**src/acs_pkg.sv**
```systemverilog
// acs_pkg: register map, field layout, timing counts and decode functions
// for the converter sequencer. assumes a 40 MHz system clock on aclk.
package acs_pkg;

  // register byte offsets, one aligned 32-bit word each
  localparam logic [7:0] REG_CTRL    = 8'h00;
  localparam logic [7:0] REG_TIMING  = 8'h04;
  localparam logic [7:0] REG_RES_HI  = 8'h08;
  localparam logic [7:0] REG_RES_LO  = 8'h0C;
  localparam logic [7:0] REG_STATUS  = 8'h10;
  localparam logic [7:0] REG_PORT    = 8'h14;
  localparam logic [7:0] REG_PINCFG  = 8'h18;

  // field positions
  localparam int CTRL_EN_BIT   = 0;
  localparam int CTRL_GO_BIT   = 1;
  localparam int CTRL_CHAN_LSB = 2;
  localparam int TIM_FMT_BIT   = 7;
  localparam int TIM_ACQ_LSB   = 3;
  localparam int TIM_CLK_LSB   = 0;
  localparam int STAT_FLAG_BIT = 0;

  // reset values
  localparam logic [2:0] ACQ_SEL_RST = 3'h0;
  localparam logic [2:0] CLK_SEL_RST = 3'h0;

  // axi responses
  localparam logic [1:0] RESP_OKAY   = 2'h0;
  localparam logic [1:0] RESP_SLVERR = 2'h2;

  // timing
  localparam int CLK_NS     = 25;
  localparam int RC_TAD_NS  = 1200;
  localparam int RC_TAD_CYC = (RC_TAD_NS + CLK_NS - 1) / CLK_NS;
  localparam int TCY_OSC    = 4;
  localparam logic [4:0] TCY_LAST  = 5'(TCY_OSC - 1);
  localparam logic [3:0] CONV_LAST = 4'hA;
  localparam logic [4:0] WAIT_LAST = 5'h01;

  typedef enum logic [6:0] {
    ST_IDLE  = 7'h01,
    ST_DISCH = 7'h02,
    ST_SAMPL = 7'h04,
    ST_HOLD  = 7'h08,
    ST_ACQ   = 7'h10,
    ST_CONV  = 7'h20,
    ST_WAIT2 = 7'h40
  } acs_state_e;

  // last count of one bit period, in aclk cycles
  function automatic logic [6:0] tad_last(input logic [2:0] sel);
    case (sel)
      3'h0:    tad_last = 7'h01;
      3'h4:    tad_last = 7'h03;
      3'h1:    tad_last = 7'h07;
      3'h5:    tad_last = 7'h0F;
      3'h2:    tad_last = 7'h1F;
      3'h6:    tad_last = 7'h3F;
      default: tad_last = 7'(RC_TAD_CYC - 1);
    endcase
  endfunction : tad_last

  // acquisition length in bit periods
  function automatic logic [4:0] acq_tads(input logic [2:0] sel);
    case (sel)
      3'h1:    acq_tads = 5'h02;
      3'h2:    acq_tads = 5'h04;
      3'h3:    acq_tads = 5'h06;
      3'h4:    acq_tads = 5'h08;
      3'h5:    acq_tads = 5'h0C;
      3'h6:    acq_tads = 5'h10;
      3'h7:    acq_tads = 5'h14;
      default: acq_tads = 5'h00;
    endcase
  endfunction : acq_tads

  // set bits mark pins configured as analog inputs
  function automatic logic [15:0] analog_mask(input logic [3:0] cfg);
    int dig;
    dig = (cfg == 4'h0) ? 0 : int'(cfg) + 1;
    for (int i = 0; i < 16; i++) begin
      analog_mask[i] = (i < 16 - dig);
    end
  endfunction : analog_mask

endpackage : acs_pkg

```
**src/acs_tad_gen.sv**
```systemverilog
// acs_tad_gen: bit period tick generator from the system clock or the rc rate.
// assumes restart comes from logic on aclk.
`timescale 1ns/1ps
`default_nettype none
module acs_tad_gen
  import acs_pkg::*;
(
  input  wire logic       aclk,
  input  wire logic       aresetn,
  input  wire logic       restart,
  input  wire logic [2:0] clk_sel,
  output logic            tick
);

  logic [6:0] cnt_r;
  logic [6:0] cnt_nxt;

  // tick ends each bit period; restart aligns the period to a phase start
  always_comb begin
    // at or past the last count, so a shorter period chosen mid-count ends at once
    tick = (cnt_r >= tad_last(clk_sel));
    if (restart || tick) begin
      cnt_nxt = 7'h00;
    end else begin
      cnt_nxt = cnt_r + 7'h01;
    end
  end

  always_ff @(posedge aclk) begin
    if (!aresetn) begin
      cnt_r <= 7'h00;
    end else begin
      cnt_r <= cnt_nxt;
    end
  end

endmodule : acs_tad_gen
`default_nettype wire

```
**src/acs_top.sv**
```systemverilog
// acs_top: axi4-lite register file and acquisition/conversion sequencer.
// assumes comp_hi and pin_in are asynchronous pins; axi master is on aclk.
//
// Chosen here: register access over AXI4-Lite and the register offsets.
`timescale 1ns/1ps
`default_nettype none
// How it works
// - start with acq set samples, then converts
// - manual mode starts conversion at once, except with the rc clock
// - acquisition field resets to zero
// - completion clears start, sets flag, resamples
// - no acquisition or conversion phase status
// - conversion takes exactly eleven bit periods
// - clock select gives bit period
// - manual rc start waits one instruction
// - analog pins read low on port
// - clearing start aborts, result kept
// - two bit periods before acquisition restarts
// - capacitor disconnected when conversion begins
// - discharge array before every sampling period
// - setting 010 gives four period acquisition
// - acquisition field encodes zero to twenty
// - result justified by format bit
// - reset turns converter off, aborts
module acs_top
  import acs_pkg::*;
(
  input  wire logic        aclk,
  input  wire logic        aresetn,
  input  wire logic [7:0]  s_axi_awaddr,
  input  wire logic        s_axi_awvalid,
  output logic             s_axi_awready,
  input  wire logic [31:0] s_axi_wdata,
  input  wire logic [3:0]  s_axi_wstrb,
  input  wire logic        s_axi_wvalid,
  output logic             s_axi_wready,
  output logic [1:0]       s_axi_bresp,
  output logic             s_axi_bvalid,
  input  wire logic        s_axi_bready,
  input  wire logic [7:0]  s_axi_araddr,
  input  wire logic        s_axi_arvalid,
  output logic             s_axi_arready,
  output logic [31:0]      s_axi_rdata,
  output logic [1:0]       s_axi_rresp,
  output logic             s_axi_rvalid,
  input  wire logic        s_axi_rready,
  input  wire logic        comp_hi,
  input  wire logic [15:0] pin_in,
  output logic             cap_connect,
  output logic             array_discharge,
  output logic [9:0]       sar_trial,
  output logic [3:0]       channel_select,
  output logic             conv_complete_flag
);

  // bus state
  logic        awready_r, awready_nxt, wready_r, wready_nxt;
  logic        aw_held_r, aw_held_nxt, w_held_r, w_held_nxt;
  logic [7:0]  waddr_r, waddr_nxt, wdata_r, wdata_nxt;
  logic        wstrb0_r, wstrb0_nxt;
  logic        bvalid_r, bvalid_nxt, arready_r, arready_nxt, rvalid_r, rvalid_nxt;
  logic [1:0]  bresp_r, bresp_nxt, rresp_r, rresp_nxt;
  logic [31:0] rdata_r, rdata_nxt;
  logic        wr_fire;
  logic [7:0]  rd8;
  logic        rd_hit, wr_hit;
  // sequencer state
  acs_state_e  state_r, state_nxt;
  logic        converter_enable_r, converter_enable_nxt, go_r, go_nxt;
  logic [3:0]  chan_r, chan_nxt, pincfg_r, pincfg_nxt;
  logic        fmt_r, fmt_nxt, flag_r, flag_nxt;
  logic [2:0]  acq_sel_r, acq_sel_nxt, clk_sel_r, clk_sel_nxt;
  logic [7:0]  res_hi_r, res_hi_nxt, res_lo_r, res_lo_nxt;
  logic [4:0]  ph_cnt_r, ph_cnt_nxt;
  logic [3:0]  conv_cnt_r, conv_cnt_nxt;
  logic [9:0]  sar_r, sar_nxt;
  logic        cap_r, cap_nxt, dis_r, dis_nxt;
  logic        tad_tick, tad_restart, res_wr;
  logic [3:0]  bit_idx;
  // pin synchronisers
  logic [16:0] sync1_r, sync2_r;

  // two-flop synchronisers for comparator and port pins
  always_ff @(posedge aclk) begin
    if (!aresetn) begin
      sync1_r <= 17'h0_0000;
      sync2_r <= 17'h0_0000;
    end else begin
      sync1_r <= {comp_hi, pin_in};
      sync2_r <= sync1_r;
    end
  end

  acs_tad_gen u_tad (
    .aclk    (aclk),
    .aresetn (aresetn),
    .restart (tad_restart),
    .clk_sel (clk_sel_r),
    .tick    (tad_tick)
  );

  // axi4-lite handshakes, write commit and read mux
  always_comb begin
    awready_nxt = awready_r;
    wready_nxt  = wready_r;
    aw_held_nxt = aw_held_r;
    w_held_nxt  = w_held_r;
    waddr_nxt   = waddr_r;
    wdata_nxt   = wdata_r;
    wstrb0_nxt  = wstrb0_r;
    bvalid_nxt  = bvalid_r;
    bresp_nxt   = bresp_r;
    arready_nxt = arready_r;
    rvalid_nxt  = rvalid_r;
    rresp_nxt   = rresp_r;
    rdata_nxt   = rdata_r;
    wr_fire     = aw_held_r && w_held_r && !bvalid_r;
    wr_hit      = (waddr_r <= REG_PINCFG) && (waddr_r[1:0] == 2'h0) && (waddr_r != REG_PORT);
    rd_hit      = 1'b1;
    case (s_axi_araddr)
      REG_CTRL:   rd8 = {2'h0, chan_r, go_r, converter_enable_r};
      REG_TIMING: rd8 = {fmt_r, 1'b0, acq_sel_r, clk_sel_r};
      REG_RES_HI: rd8 = res_hi_r;
      REG_RES_LO: rd8 = res_lo_r;
      REG_STATUS: rd8 = {7'h00, flag_r};
      REG_PINCFG: rd8 = {4'h0, pincfg_r};
      REG_PORT:   rd8 = 8'h00;
      default: begin
        rd8    = 8'h00;
        rd_hit = 1'b0;
      end
    endcase
    if (s_axi_awvalid && awready_r) begin
      awready_nxt = 1'b0;
      aw_held_nxt = 1'b1;
      waddr_nxt   = s_axi_awaddr;
    end
    if (s_axi_wvalid && wready_r) begin
      wready_nxt = 1'b0;
      w_held_nxt = 1'b1;
      wdata_nxt  = s_axi_wdata[7:0];
      wstrb0_nxt = s_axi_wstrb[0];
    end
    if (wr_fire) begin
      aw_held_nxt = 1'b0;
      w_held_nxt  = 1'b0;
      bvalid_nxt  = 1'b1;
      bresp_nxt   = wr_hit ? RESP_OKAY : RESP_SLVERR;
    end
    if (bvalid_r && s_axi_bready) begin
      bvalid_nxt  = 1'b0;
      awready_nxt = 1'b1;
      wready_nxt  = 1'b1;
    end
    if (s_axi_arvalid && arready_r) begin
      arready_nxt = 1'b0;
      rvalid_nxt  = 1'b1;
      rresp_nxt   = rd_hit ? RESP_OKAY : RESP_SLVERR;
      if (s_axi_araddr == REG_PORT) begin
        rdata_nxt = {16'h0000, sync2_r[15:0] & ~analog_mask(pincfg_r)};
      end else begin
        rdata_nxt = {24'h00_0000, rd8};
      end
    end
    if (rvalid_r && s_axi_rready) begin
      rvalid_nxt  = 1'b0;
      arready_nxt = 1'b1;
    end
  end

  always_ff @(posedge aclk) begin
    if (!aresetn) begin
      awready_r <= 1'b1;
      wready_r  <= 1'b1;
      aw_held_r <= 1'b0;
      w_held_r  <= 1'b0;
      waddr_r   <= 8'h00;
      wdata_r   <= 8'h00;
      wstrb0_r  <= 1'b0;
      bvalid_r  <= 1'b0;
      bresp_r   <= RESP_OKAY;
      arready_r <= 1'b1;
      rvalid_r  <= 1'b0;
      rresp_r   <= RESP_OKAY;
      rdata_r   <= 32'h0000_0000;
    end else begin
      awready_r <= awready_nxt;
      wready_r  <= wready_nxt;
      aw_held_r <= aw_held_nxt;
      w_held_r  <= w_held_nxt;
      waddr_r   <= waddr_nxt;
      wdata_r   <= wdata_nxt;
      wstrb0_r  <= wstrb0_nxt;
      bvalid_r  <= bvalid_nxt;
      bresp_r   <= bresp_nxt;
      arready_r <= arready_nxt;
      rvalid_r  <= rvalid_nxt;
      rresp_r   <= rresp_nxt;
      rdata_r   <= rdata_nxt;
    end
  end

  // software writes first, then the sequencer, which wins where both act
  always_comb begin
    state_nxt            = state_r;
    converter_enable_nxt = converter_enable_r;
    go_nxt               = go_r;
    chan_nxt             = chan_r;
    pincfg_nxt           = pincfg_r;
    fmt_nxt              = fmt_r;
    flag_nxt             = flag_r;
    acq_sel_nxt          = acq_sel_r;
    clk_sel_nxt          = clk_sel_r;
    res_hi_nxt           = res_hi_r;
    res_lo_nxt           = res_lo_r;
    ph_cnt_nxt           = ph_cnt_r;
    conv_cnt_nxt         = conv_cnt_r;
    sar_nxt              = sar_r;
    bit_idx              = 4'h9 - conv_cnt_r;
    res_wr               = wr_fire && wstrb0_r &&
                           (waddr_r == REG_RES_HI || waddr_r == REG_RES_LO);
    if (wr_fire && wstrb0_r) begin
      case (waddr_r)
        REG_CTRL: begin
          converter_enable_nxt = wdata_r[CTRL_EN_BIT];
          chan_nxt             = wdata_r[CTRL_CHAN_LSB +: 4];
          // start only counts once the converter was already on
          go_nxt = wdata_r[CTRL_GO_BIT] && wdata_r[CTRL_EN_BIT] && converter_enable_r;
        end
        REG_TIMING: begin
          fmt_nxt     = wdata_r[TIM_FMT_BIT];
          acq_sel_nxt = wdata_r[TIM_ACQ_LSB +: 3];
          clk_sel_nxt = wdata_r[TIM_CLK_LSB +: 3];
        end
        REG_RES_HI: res_hi_nxt = wdata_r;
        REG_RES_LO: res_lo_nxt = wdata_r;
        REG_STATUS: if (wdata_r[STAT_FLAG_BIT]) flag_nxt = 1'b0;
        REG_PINCFG: pincfg_nxt = wdata_r[3:0];
        default: ;
      endcase
    end
    if (!converter_enable_r) begin
      state_nxt = ST_IDLE;
      go_nxt    = 1'b0;
    end else begin
      case (state_r)
        ST_IDLE: state_nxt = ST_DISCH;
        ST_DISCH: if (tad_tick) state_nxt = ST_SAMPL;
        ST_SAMPL: begin
          if (go_r) begin
            ph_cnt_nxt = 5'h00;
            if (acq_sel_r != 3'h0) begin
              state_nxt = ST_ACQ;
            end else if (clk_sel_r[1:0] == 2'h3) begin
              state_nxt = ST_HOLD;
            end else begin
              state_nxt = ST_CONV;
            end
          end
        end
        ST_HOLD: begin
          if (!go_r) begin
            state_nxt = ST_WAIT2;
          end else if (ph_cnt_r == TCY_LAST) begin
            state_nxt = ST_CONV;
          end else begin
            ph_cnt_nxt = ph_cnt_r + 5'h01;
          end
        end
        ST_ACQ: begin
          if (!go_r) begin
            state_nxt = ST_WAIT2;
          end else if (tad_tick) begin
            if (ph_cnt_r == acq_tads(acq_sel_r) - 5'h01) begin
              state_nxt = ST_CONV;
            end else begin
              ph_cnt_nxt = ph_cnt_r + 5'h01;
            end
          end
        end
        ST_CONV: begin
          if (!go_r) begin
            state_nxt  = ST_WAIT2;
            ph_cnt_nxt = 5'h00;
          end else if (tad_tick) begin
            if (conv_cnt_r == CONV_LAST) begin
              state_nxt  = ST_WAIT2;
              ph_cnt_nxt = 5'h00;
              go_nxt     = 1'b0;
              flag_nxt   = 1'b1;
              if (fmt_r) begin
                res_hi_nxt = {6'h00, sar_r[9:8]};
                res_lo_nxt = sar_r[7:0];
              end else begin
                res_hi_nxt = sar_r[9:2];
                res_lo_nxt = {sar_r[1:0], 6'h00};
              end
            end else begin
              sar_nxt[bit_idx] = sync2_r[16];
              if (bit_idx != 4'h0) begin
                sar_nxt[bit_idx - 4'h1] = 1'b1;
              end
              conv_cnt_nxt = conv_cnt_r + 4'h1;
            end
          end
        end
        ST_WAIT2: begin
          if (tad_tick) begin
            if (ph_cnt_r == WAIT_LAST) begin
              state_nxt = ST_DISCH;
            end else begin
              ph_cnt_nxt = ph_cnt_r + 5'h01;
            end
          end
        end
        default: state_nxt = ST_IDLE;
      endcase
    end
    if (state_nxt == ST_CONV && state_r != ST_CONV) begin
      conv_cnt_nxt = 4'h0;
      sar_nxt      = 10'h200;
    end
    // every phase counts from zero, an aborted acquisition or hold-off included
    if (state_nxt != state_r) begin
      ph_cnt_nxt = 5'h00;
    end
    tad_restart = (state_nxt != state_r);
    // still sampling through the rc hold-off; the switch opens as conversion starts
    cap_nxt     = (state_nxt == ST_SAMPL) || (state_nxt == ST_ACQ) ||
                  (state_nxt == ST_HOLD);
    dis_nxt     = (state_nxt == ST_DISCH);
  end

  // sequencer registers; reset leaves the converter off
  always_ff @(posedge aclk) begin
    if (!aresetn) begin
      state_r            <= ST_IDLE;
      converter_enable_r <= 1'b0;
      go_r               <= 1'b0;
      chan_r             <= 4'h0;
      pincfg_r           <= 4'h0;
      fmt_r              <= 1'b0;
      flag_r             <= 1'b0;
      acq_sel_r          <= ACQ_SEL_RST;
      clk_sel_r          <= CLK_SEL_RST;
      res_hi_r           <= 8'h00;
      res_lo_r           <= 8'h00;
      ph_cnt_r           <= 5'h00;
      conv_cnt_r         <= 4'h0;
      sar_r              <= 10'h000;
      cap_r              <= 1'b0;
      dis_r              <= 1'b0;
    end else begin
      state_r            <= state_nxt;
      converter_enable_r <= converter_enable_nxt;
      go_r               <= go_nxt;
      chan_r             <= chan_nxt;
      pincfg_r           <= pincfg_nxt;
      fmt_r              <= fmt_nxt;
      flag_r             <= flag_nxt;
      acq_sel_r          <= acq_sel_nxt;
      clk_sel_r          <= clk_sel_nxt;
      res_hi_r           <= res_hi_nxt;
      res_lo_r           <= res_lo_nxt;
      ph_cnt_r           <= ph_cnt_nxt;
      conv_cnt_r         <= conv_cnt_nxt;
      sar_r              <= sar_nxt;
      cap_r              <= cap_nxt;
      dis_r              <= dis_nxt;
    end
  end

  // outputs
  assign s_axi_awready      = awready_r;
  assign s_axi_wready       = wready_r;
  assign s_axi_bvalid       = bvalid_r;
  assign s_axi_bresp        = bresp_r;
  assign s_axi_arready      = arready_r;
  assign s_axi_rvalid       = rvalid_r;
  assign s_axi_rresp        = rresp_r;
  assign s_axi_rdata        = rdata_r;
  assign cap_connect        = cap_r;
  assign array_discharge    = dis_r;
  assign sar_trial          = sar_r;
  assign channel_select     = chan_r;
  assign conv_complete_flag = flag_r;

  // helper: bit period ticks seen in the current state
  logic [4:0] ph_ticks_h;
  always_ff @(posedge aclk) begin
    if (!aresetn || tad_restart) begin
      ph_ticks_h <= 5'h00;
    end else if (tad_tick) begin
      ph_ticks_h <= ph_ticks_h + 5'h01;
    end
  end
endmodule : acs_top
`default_nettype wire

```
**config.mk**
```make
export PLATFORM = sky130hd
export DESIGN_NAME = acs_top
export DESIGN_NICKNAME = d
export VERILOG_FILES = /design/src/acs_pkg.sv /design/src/acs_tad_gen.sv /design/src/acs_top.sv
export SDC_FILE = /design/constraint.sdc
export NUM_CORES = 1
export LEC_CHECK = 0
export ABC_CLOCK_PERIOD_IN_PS = 7300
export BUFFER_PORTS_ARGS = -buffer_cell sky130_fd_sc_hd__buf_2
export CORE_AREA = 2 2 119 121
export DETAILED_ROUTE_END_ITERATION = 8
export DIE_AREA = 0 0 121 123
export HOLD_SLACK_MARGIN = 0.08
export PLACE_DENSITY = 0.83
export SYNTH_ARGS = -nofsm -noshare
export SYNTH_HDL_FRONTEND = slang
export SYNTH_HIERARCHICAL = 1
export SYNTH_SLANG_ARGS = --single-unit
```
**constraint.sdc**
```tcl
create_clock -name aclk -period 7.3 [get_ports aclk]
set_input_delay 0.365 -clock aclk [delete_from_list [all_inputs] [get_ports aclk]]
set_output_delay 0.365 -clock aclk [all_outputs]
set_load 0.03 [all_outputs]
```
# Yosys cells after proc, flatten, opt, wreduce, memory -nomap -nowiden
# Cells that the tools add are included.
# W data, S select, Z words.
# totals
register_bits,163
inputBits,76
word_cells,249
# classes
n_addsub,8
order_cmp,22
eq_ne,54
mux,82
bitwise,5
reduce_logical,45
# ops
cell,n
$mux W8,16
$mux W7,13
$mux W5,16
$mux W10,7
$pmux W7 S7,1
$lt A5 B6 Y1 const A,8
$pmux W8 S6,1
$eq A8 B5 Y1 const B,5
$pmux W6 S6,1
$pmux W5 S7,1
$eq A8 B4 Y1 const B,4
$pmux W5 S5,1
$lt A4 B6 Y1 const A,4
$eq A3 B3 Y1 const B,7
$mux W1,17
$and A16 B16 Y16,1
$eq A8 B3 Y1 const B,2
$logic_not A8 Y1,2
$mux W16,1
$ne A2 B2 Y1 const B,8
$not A16 Y16,1
$logic_and A1 B1 Y1,15
$eq A7 B2 Y1 const B,2
$eq A7 B3 Y1 const B,2
52 further kinds,80

# Depth between registers and ports, before layout
# Gate-level depths: netlist of run 1.
# logic_depth
depth_word,18
ltp_mapped,18
ltp_nobuf,17

# Cells and area by module
# Netlist of run 1, hierarchy kept.
# modules_own_cells
module,instances,cells_each,area_per_inst_um2
acs_top,1,789,6819.0
acs_tad_gen,1,56,514.2

# Worst setup path after synthesis of run 1
# OpenSTA, ideal clock, no wires.
# synth_timing
kind,register -> register
start,register clk_sel_r[0]
end,register u_tad.cnt_r[5]
setup_ps,86
arrival_time_ps,4010
required_ps,7214
path_slack_ps,3204
path_stages_with_launch,19
period_less_slack_ps,4096
cell_sequence,dfxtp_1 -> inv_1 -> ha_1 -> a211oi_1 -> ha_1 -> a211oi_1 -> nor3_1 -> or2_2 -> clkbuf_1 -> and4b_1 -> and3_1 -> o22a_1 -> or4_1 -> o211a_2 -> a21oi_1 -> nand4b_1 -> inv_1 -> o311ai_2 -> a211oi_1
# synth_via
elab_chain_cells,10
word_cells_on_any_way,23
classes_between,order compare: 1; eq/ne: 7; mux: 12; reduce/logical: 3
# synth_rtl
element,line_no,source
start: declaration,acs_top.sv:72,"logic [2:0] acq_sel_r, acq_sel_nxt, clk_sel_r, clk_sel_nxt;"
start signal: assignment,acs_top.sv:362,clk_sel_r <= clk_sel_nxt;
$eq A3 B3 Y1 (tied with other cells),acs_pkg.sv:52,case (sel)
$pmux W6 S6 (*),acs_pkg.sv:52,
$ge A7 B6 Y1 (*),acs_tad_gen.sv:21,tick = (cnt_r >= tad_last(clk_sel));
named net tad_tick,acs_top.sv:78,"logic tad_tick, tad_restart, res_wr;"
$mux W7 (on tied branches),"acs_top.sv:285, acs_top.sv:273",
$mux W7 (on tied branches),"acs_top.sv:282, acs_top.sv:271",
$pmux W7 S7 (*),acs_top.sv:246,case (state_r)
$mux W7 (*),acs_top.sv:242,if (!converter_enable_r) begin
$ne A7 B7 Y1 (*),acs_top.sv:327,tad_restart = (state_nxt != state_r);
named net tad_restart,acs_top.sv:78,
$logic_or A1 B1 Y1 (*),acs_tad_gen.sv:22,if (restart || tick) begin
$reduce_or A2 Y1 (no source line) (*),--,
end signal: assignment,acs_tad_gen.sv:33,cnt_r <= cnt_nxt;
end: declaration,acs_tad_gen.sv:15,logic [6:0] cnt_r;
# Mark *: on every way through the listed nets, which the timed path passes. The rest lies on a longest branch.
# A chain may end at the register's enable or synchronous reset.

# Worst setup path after layout of run 1
# Same ends and word-level chain as after synthesis.

==> impl_summary.md, run 1 <==
Power and ir drop
The analysis attributes to net switching a power of 491 uW. The switching share of total power is 26.9%. The share of power burned in the clock network is between 40% and 50%.

Sequential cells burn 46.0% of the power. The total leakage power is 0.00339 uW. The maximum resistive drop on vdd is approximately 0.17 mV. In this run the power density over the cells is around 220 nW/um^2. The combinational cell fraction of total power is 8.2%. The internal portion of the total power is 1340 uW.

Global route
The initial antenna violation count came to 0. Global routing consumed, on the met2 layer, 39.2% of the routing resources. The global-route congestion overflow total is 0. Entering global routing, the biggest net connects 63 pins. For met1 alone, demand over resource in global routing was around a third. After global routing, the most crowded layer is met2. In the global route stage, overall resource usage came out at roughly a quarter.

The first global-routing pass estimated 29000 um of wire. The via count of the first global-routing pass is 5883. For this run, global-route usage on met3 was measured as 4.94%.

Yosys
Counting flops with a built-in enable in the synthesized netlist gives 0. The async set or reset register ratio after synthesis is 0%. Yosys attributes the largest share of cell area to sky130_fd_sc_hd__dfxtp_1, sky130_fd_sc_hd__ha_1, sky130_fd_sc_hd__mux2i_1. In the synthesized netlist, the number of instances is 845. The cell taking the most area after synthesis is sky130_fd_sc_hd__dfxtp_1. The mean instance size in the synthesized netlist is 8.68 um^2. The share of synthesized area in the top cell type comes to 39.6%. Of the synthesized area, sequential elements account for 39.6%.

Among all flip-flop cells after synthesis, the most frequent one is sky130_fd_sc_hd__dfxtp_1. By instance count, the leading cell after synthesis is sky130_fd_sc_hd__dfxtp_1. The synthesized netlist contains 74 unique library cells. The netlist area before placement is 7330 um^2. The synthesis warning total is 6.

Counting instances in the post-synthesis netlist gives the leading cell types as sky130_fd_sc_hd__dfxtp_1, sky130_fd_sc_hd__nand2_1, sky130_fd_sc_hd__a21oi_1. Synthesis inferred around 150 register bits.

Detailed routing
For this block, the initial DRC count from the detailed router was 608. In the routed design, unresolved DRC markers number 0. The pre-antenna-repair detailed-routing pass consisted of 5 iterations.

The number of routed nets with antenna violations is 0. The mean number of vias per cell is 5.87. In the final routed layout, each cell accounts on average for approximately 16 um. The sum of routed wire length over all layers is 17800 um. Across all layers, the routed design uses 6449 vias.

Timing
The number of endpoints failing setup at the final stage is 0. The worst path uses 64.5% of the clock period. The relative max-transition margin is 22.0%. Hold is met by 0.140 ns. The count of final hold-check violations is 0. The final clock skew is 0.0115 ns. The sum of negative setup slack is 0 ns. Setup repair after global routing left no endpoint under its margin. Based on the critical path, the design can be clocked at up to ~210 MHz.

The total count of max-transition violations in the final report is 0. The post-route minimum period is around 4.7 ns. The actual slew at the worst max-slew pin is 1.17 ns.

Worst setup path
The critical path is of the flop to flop type. The critical path goes through inv_1 > ha_1 > a211oi_1 > ha_1 > a211oi_1 > nor3_1 > or2_2 > and4b_1 > and3_1 > o22a_1 > or4_1 > o211a_2 > a21oi_1 > nand4b_1 > inv_1 > o311ai_2 > a211oi_1. The arrival time of data at the critical path endpoint is 5.02 ns. Along the worst path, the maximum fanout reaches 9. In this design, the stage delay of the slowest critical-path cell is roughly 0.52 ns. The data required time at the worst endpoint is 7.62 ns. On the critical path, the stage with the largest delay is an instance of sky130_fd_sc_hd__or4_1. The worst setup path is launched from a flop. The endpoint class of the critical path is a flop.

The most numerous cell type found on the critical path is sky130_fd_sc_hd__a211oi_1.

Clocking
The clock insertion delay at the later pin of the skew report is 0.42 ns. For this design, the sink count on the clock tree is 145. The clock transition at the registers of the reported paths is 0.07 ns. The tree is rooted in a sky130_fd_sc_hd__clkbuf_16. The number of H-tree branching levels is 4. Counting the buffers created by CTS gives 17. The clock tree buffer depth is 2. Buffers inserted to repair hold after CTS numbered 0. The count of instances resized after the clock tree is built is 0. TritonCTS built the clock tree.

The number of buffers inserted to repair setup after CTS is 0.

Die
The die covers 14900 um^2. The starting density of the core is 53.9%. The number of standard-cell rows in the floorplan is between 40 and 50. The die height is 123 um.

roughly 130 I/O pins were placed. The region available for standard cell placement spans 13600 um^2. The die span in x is 121 um.

Placement
Port buffering added 88 buffers. After detailed placement, the total cell area comes to approximately 7800 um^2. At the end of routability-driven placement, the weighted congestion stood at 0.915. After detailed placement, the design holds a cell count of around 1.1k. Detailed placement ended at an HPWL of 12400 um.

Cells and area
Once layout is complete, the cells apart from fillers number 1098. After routing the design area is about 8300 um^2. The area added between synthesis and finish is 13.6%. The post-layout net count is 1010.

The end-of-flow core utilization is about three fifths. The proportion of layout cells with a drive suffix above 1 is 16.1%. The number of diodes added for antenna fixing is 0.

Flow run
The number of max-cap violations is 0.

Worst hold path
The min-delay analysis places its worst path in the category primary input to flop.

Outcome
The run finished with clean final reports.
final cells by class:
cell class              count  area (um^2)
clock buffers              20          457
fillers                  1170         5280
clock inverters            12          115
inverters                  24         90.1
flip-flops and latches    145         2900
well taps                 180          225
repair buffers             91          463
multi-input cells         626         4080
through the flow:
stage	setup slack, ns	power [uW]
global placement	2.83	1000
finish	2.60	1830
floorplan	3.20	967
global route	2.22	1890
CTS	2.66	1840
detailed placement	2.75	1000
path summary, 6_finish.rpt:
kind | from | endpoint | slack [ns] | cells after the start
min | pin_in[13] | sync1_r[13] | 0.14 | 2
max | clk_sel_r[0] | u_tad/cnt_r[5] | 2.60 | 17
min reg2reg | sync1_r[5] | sync2_r[5] | 0.43 | 1
max reg2reg | clk_sel_r[0] | u_tad/cnt_r[5] | 2.60 | 17
critical path, delay by kind of cell (launching register included):
kind / cells / cell delay (ns)
simple gates: 6 / 1.75
flops: 1 / 0.48
buf+inv: 2 / 0.27
fa+ha+maj: 2 / 0.59
compound gates: 7 / 1.51
cell families (layout without fill, tap and decap cells):
logic type,count (synthesis),count (layout),share of synthesized area (%)
buffers and inverters,91,147,5.70
AND/OR/NAND/NOR,311,311,22.8
adder cells (fa/ha/maj),29,29,4.95
multiplexers,41,41,5.87
other,1,18,0.0511
flip-flops,145,145,39.6
AO/OA/AOI/OAI,208,208,18.8
XOR/XNOR,19,19,2.27
routing by layer:
metal,vias up,share of wire (%)
li1,3132,-
met1,3020,44
met2,251,47
met3,46,6.0
met4,0,3.0
met5,-,0
power by group through the flow:
stage                     sequential (uW)  clock (uW)  combinational, uW
after floorplan                       859           0                108
after global placement                856           0                145
after detailed placement              857           0                148
after CTS                             840         847                150
after global routing                  843         885                165
final                                 840         837                151
flip-flops by register name, summed over array words and instances, names as in the netlist, 3 cells and up:
signal and count:
wdata_r 8, res_hi_r 8, channel_select 4, sync2_r 17
u_tad/cnt_r 7, waddr_r 8, res_lo_r 8, state_r 7
clk_sel_r 3, pincfg_r 4, sar_trial 10, sync1_r 17
ph_cnt_r 5, conv_cnt_r 4, acq_sel_r 3, s_axi_rdata 16
layout by cell type (no fill, tap or decap), types with 7 or more instances in the layout:
cell type and instances:
sky130_fd_sc_hd__dfxtp_1 145, sky130_fd_sc_hd__buf_2 88, sky130_fd_sc_hd__nand2_1 77, sky130_fd_sc_hd__a21oi_1 66
sky130_fd_sc_hd__nor2_1 51, sky130_fd_sc_hd__and2_1 41, sky130_fd_sc_hd__nand3_1 39, sky130_fd_sc_hd__mux2i_1 34
sky130_fd_sc_hd__o21ai_0 34, sky130_fd_sc_hd__a211oi_1 33, sky130_fd_sc_hd__ha_1 29, sky130_fd_sc_hd__inv_1 23
sky130_fd_sc_hd__conb_1 18, sky130_fd_sc_hd__clkbuf_16 17, sky130_fd_sc_hd__nor3_1 14, sky130_fd_sc_hd__nor2b_1 12
sky130_fd_sc_hd__xnor2_1 12, sky130_fd_sc_hd__nor3b_1 10, sky130_fd_sc_hd__a22oi_1 10, sky130_fd_sc_hd__nand4_1 9
sky130_fd_sc_hd__a31oi_1 9, sky130_fd_sc_hd__nand2b_1 8, sky130_fd_sc_hd__and3_1 7, sky130_fd_sc_hd__xor2_1 7
sky130_fd_sc_hd__a221oi_1 7
(Power assumes the default switching activity.)
==> run 2, diff against run 1 <==
ABC_CLOCK_PERIOD_IN_PS = 3900   (was 7300)
CORE_AREA = 2 2 123 125   (was 2 2 119 121)
DIE_AREA = 0 0 125 127   (was 0 0 121 123)
PLACE_DENSITY = 0.81   (was 0.83)
clock period = 3.9 ns   (was 7.3 ns; I/O delays follow)
==> impl_summary.md, run 2 (same netlist as run 1, synthesis figures left out) <==
Power and ir drop
The total power per unit cell area is 398 nW/um^2. The post-layout total power is 3560 uW. IR analysis of the VDD net gives a maximum drop of 0.322 mV. The total leakage power is around 0.0036 uW.

Detailed routing
The total vias in the final route is between 6k and 7k. Dividing the detail-routed wire length by the instance count gives approximately 17 um. The remaining design rule violation count is 0. The first-pass iteration count of the detailed router is 5. Dividing the detail-routed via count by the number of cells gives 5.82. For this block, the routed nets add up to 19300 um of wire. For this block, the initial DRC count from the detailed router was 545. The detail route stage leaves a number of antenna-violating nets equal to 0.

Clocking
After clock tree synthesis, the clock-pin slew on the worst setup and hold paths is 0.07 ns. In this run the clock root is driven by a sky130_fd_sc_hd__clkbuf_16. The clock insertion delay at the later pin of the skew report is 0.44 ns.

CTS built an H-tree with a depth of 4. TritonCTS built the clock tree. The clock passes through at most 2 buffers. In this run, CTS created clock tree buffers numbering 17. The number of clock sinks is approximately 150.

Worst hold path
The number of cells on the worst hold path is 3. The end of the worst hold path is s_axi_rresp[1]. The worst hold path begins at s_axi_araddr[1]. The worst hold path class is primary input to flop.

Worst setup path
The worst register-to-register path begins at clk_sel_r[0]. The data required time at the worst endpoint is 4.25 ns. The endpoint class of the critical path is a flop. The classification of the worst setup path is flop to flop. The worst path buffer plus inverter count is 3. The signal on the critical path passes through inv_2 > buf_4 > ha_2 > a21oi_2 > ha_1 > a211oi_2 > nand2_1 > or2_4 > and4b_1 > and3_1 > o22a_1 > or4_4 > o211a_4 > a21oi_2 > nand4b_1 > inv_2 > o311ai_4 > nor3_1.

The worst register-to-register path ends at u_tad/cnt_r[3]. In this design, the stage delay of the slowest critical-path cell is 0.48 ns. The total stage count of the critical path is 18. In this design, the largest share of critical-path delay is due to simple AND/OR/NAND/NOR gates.

On the critical path, the stage with the largest delay is an instance of sky130_fd_sc_hd__or4_4. STA classifies the critical path startpoint as a flop. Counting cells, the worst reg-to-reg path comes to 18. The critical-path maximum fanout is 6. The slack of the worst reg-to-reg path is 0.23 ns. At the worst endpoint, the arrival time is 4.02 ns.

Cells and area
The library cells used most frequently in the layout, excluding fill and tap cells, are sky130_fd_sc_hd__dfxtp_1, sky130_fd_sc_hd__buf_2, sky130_fd_sc_hd__nand2_1. The area growth from synthesis to layout is 22.0%. 0 antenna diodes ended up in the layout. The post-layout net count is 1063. The end-of-flow core utilization is just over 60%. Of the cells placed in the final design, the portion with a size suffix greater than 1 is 18.6%. The library cell used most frequently in the layout, excluding fill and tap cells, is sky130_fd_sc_hd__dfxtp_1.

The count of non-filler cells in the finished layout is 1155. Fill cells in the final layout number 1177.

Timing
Counting I/O delays and the setup requirement, the final critical path takes roughly 3.7 ns. At the pin with the least slew margin, the transition time is approximately 1.1 ns. The maximum frequency from static timing analysis is 272 MHz.

In the final timing run, aggregate negative setup slack is 0 ns. The count of final hold-check violations came to 0. After layout, the worst path uses 94.2% of the clock period. Setup repair after global routing left no endpoint under its margin.

For the final database, setup skew stands at 0.0101 ns. The worst hold slack after final layout is 0.0966 ns. Headroom to the max-slew limit came out at between 20 and 30%.

The total count of max-transition violations in the final report came to 0. The number of endpoints failing setup at the final stage is 0.

Die
The die is around 130 um wide. The number of standard-cell rows in the floorplan is 44. For this configuration, the core starts out at a cell density of approximately 50%. Pin placement for this block handled 134 I/O pins.

The die area is 15900 um^2. The die height is 127 um. The core region is 14400 um^2.

Global route
The global-route wire length before repair is around 31000 um. The pin count of the biggest net entering global routing is 63. The via count of the first global-routing pass is 6361.

The initial antenna violation count is 0. The total global-route track usage is 24.2%. For this run the aggregate overflow at the end of global routing stands at 0.

Flow run
The number of max-cap violations is 0.

Placement
The final weighted congestion in routability-driven placement is 0.931. Summed over all nets, the half-perimeter wirelength after detailed placement is 12700 um. The number of placed instances, taps included is 1080. The count of port buffers added during placement is 88.

Outcome
The run finished with clean final reports.
==> run 2: cell type report <==
cell class	instances	area (um^2)	area share, %
Clock inverter	15	168	1.87
Clock buffer	17	425	4.75
Inverter	24	90.1	1.01
Multi-Input combinational cell	626	4170	46.6
Timing Repair Buffer	144	961	10.7
Sequential cell	145	2910	32.5
Tap cell	184	230	2.57
==> run 2: layer usage <==
| metal | vias to the layer above | routed length, um | GRT usage (%) |
|---|---|---|---|
| met5 | - | 0 | 0 |
| met4 | 0 | 616 | 10.2 |
| met3 | 49 | 1200 | 5.49 |
| met2 | 273 | 9210 | 40.3 |
| met1 | 3165 | 8250 | 30.4 |
| li1 | 3235 | - | - |
==> run 2: power breakdown <==
part	internal (uW)	leakage, uW	switching, uW
sequential	1530	0.00118	44.7
clock	854	0.000283	742
combinational	169	0.00218	221
==> run 2: worst min-delay path: cells and delay by family <==
kind | cells | cell delay, ns
buffers and inverters | 1 | 0.08
AO/OA/AOI/OAI | 1 | 0.13
AND/OR/NAND/NOR | 1 | 0.08
==> run 2: timing repair <==
action | CTS | global route
hold endpoints to repair | 39 | 0
hold buffers | 40 | 0
setup endpoints to repair | 6 | 12
resized for setup | 5 | 14
pin swaps | 3 | 14
buffers inserted | 1 | 2
==> run 2: worst max path at each step <==
stage,from,endpoint
2_1_floorplan,clk_sel_r[0],u_tad/cnt_r[5]
3_3_place_gp,clk_sel_r[0],u_tad/cnt_r[6]
3_5_place_dp,clk_sel_r[0],u_tad/cnt_r[3]
4_1_cts,clk_sel_r[0],u_tad/cnt_r[6]
5_1_grt,clk_sel_r[0],u_tad/cnt_r[6]
6_report,clk_sel_r[0],u_tad/cnt_r[3]
==> run 2: metrics by stage <==
stage               setup slack [ns]  area (um^2)
floorplan                     0.0301         7410
global placement              0.0811         7850
detailed placement           -0.0420         7850
CTS                           0.0261         8870
global route                  0.0260         8950
finish                         0.225         8950
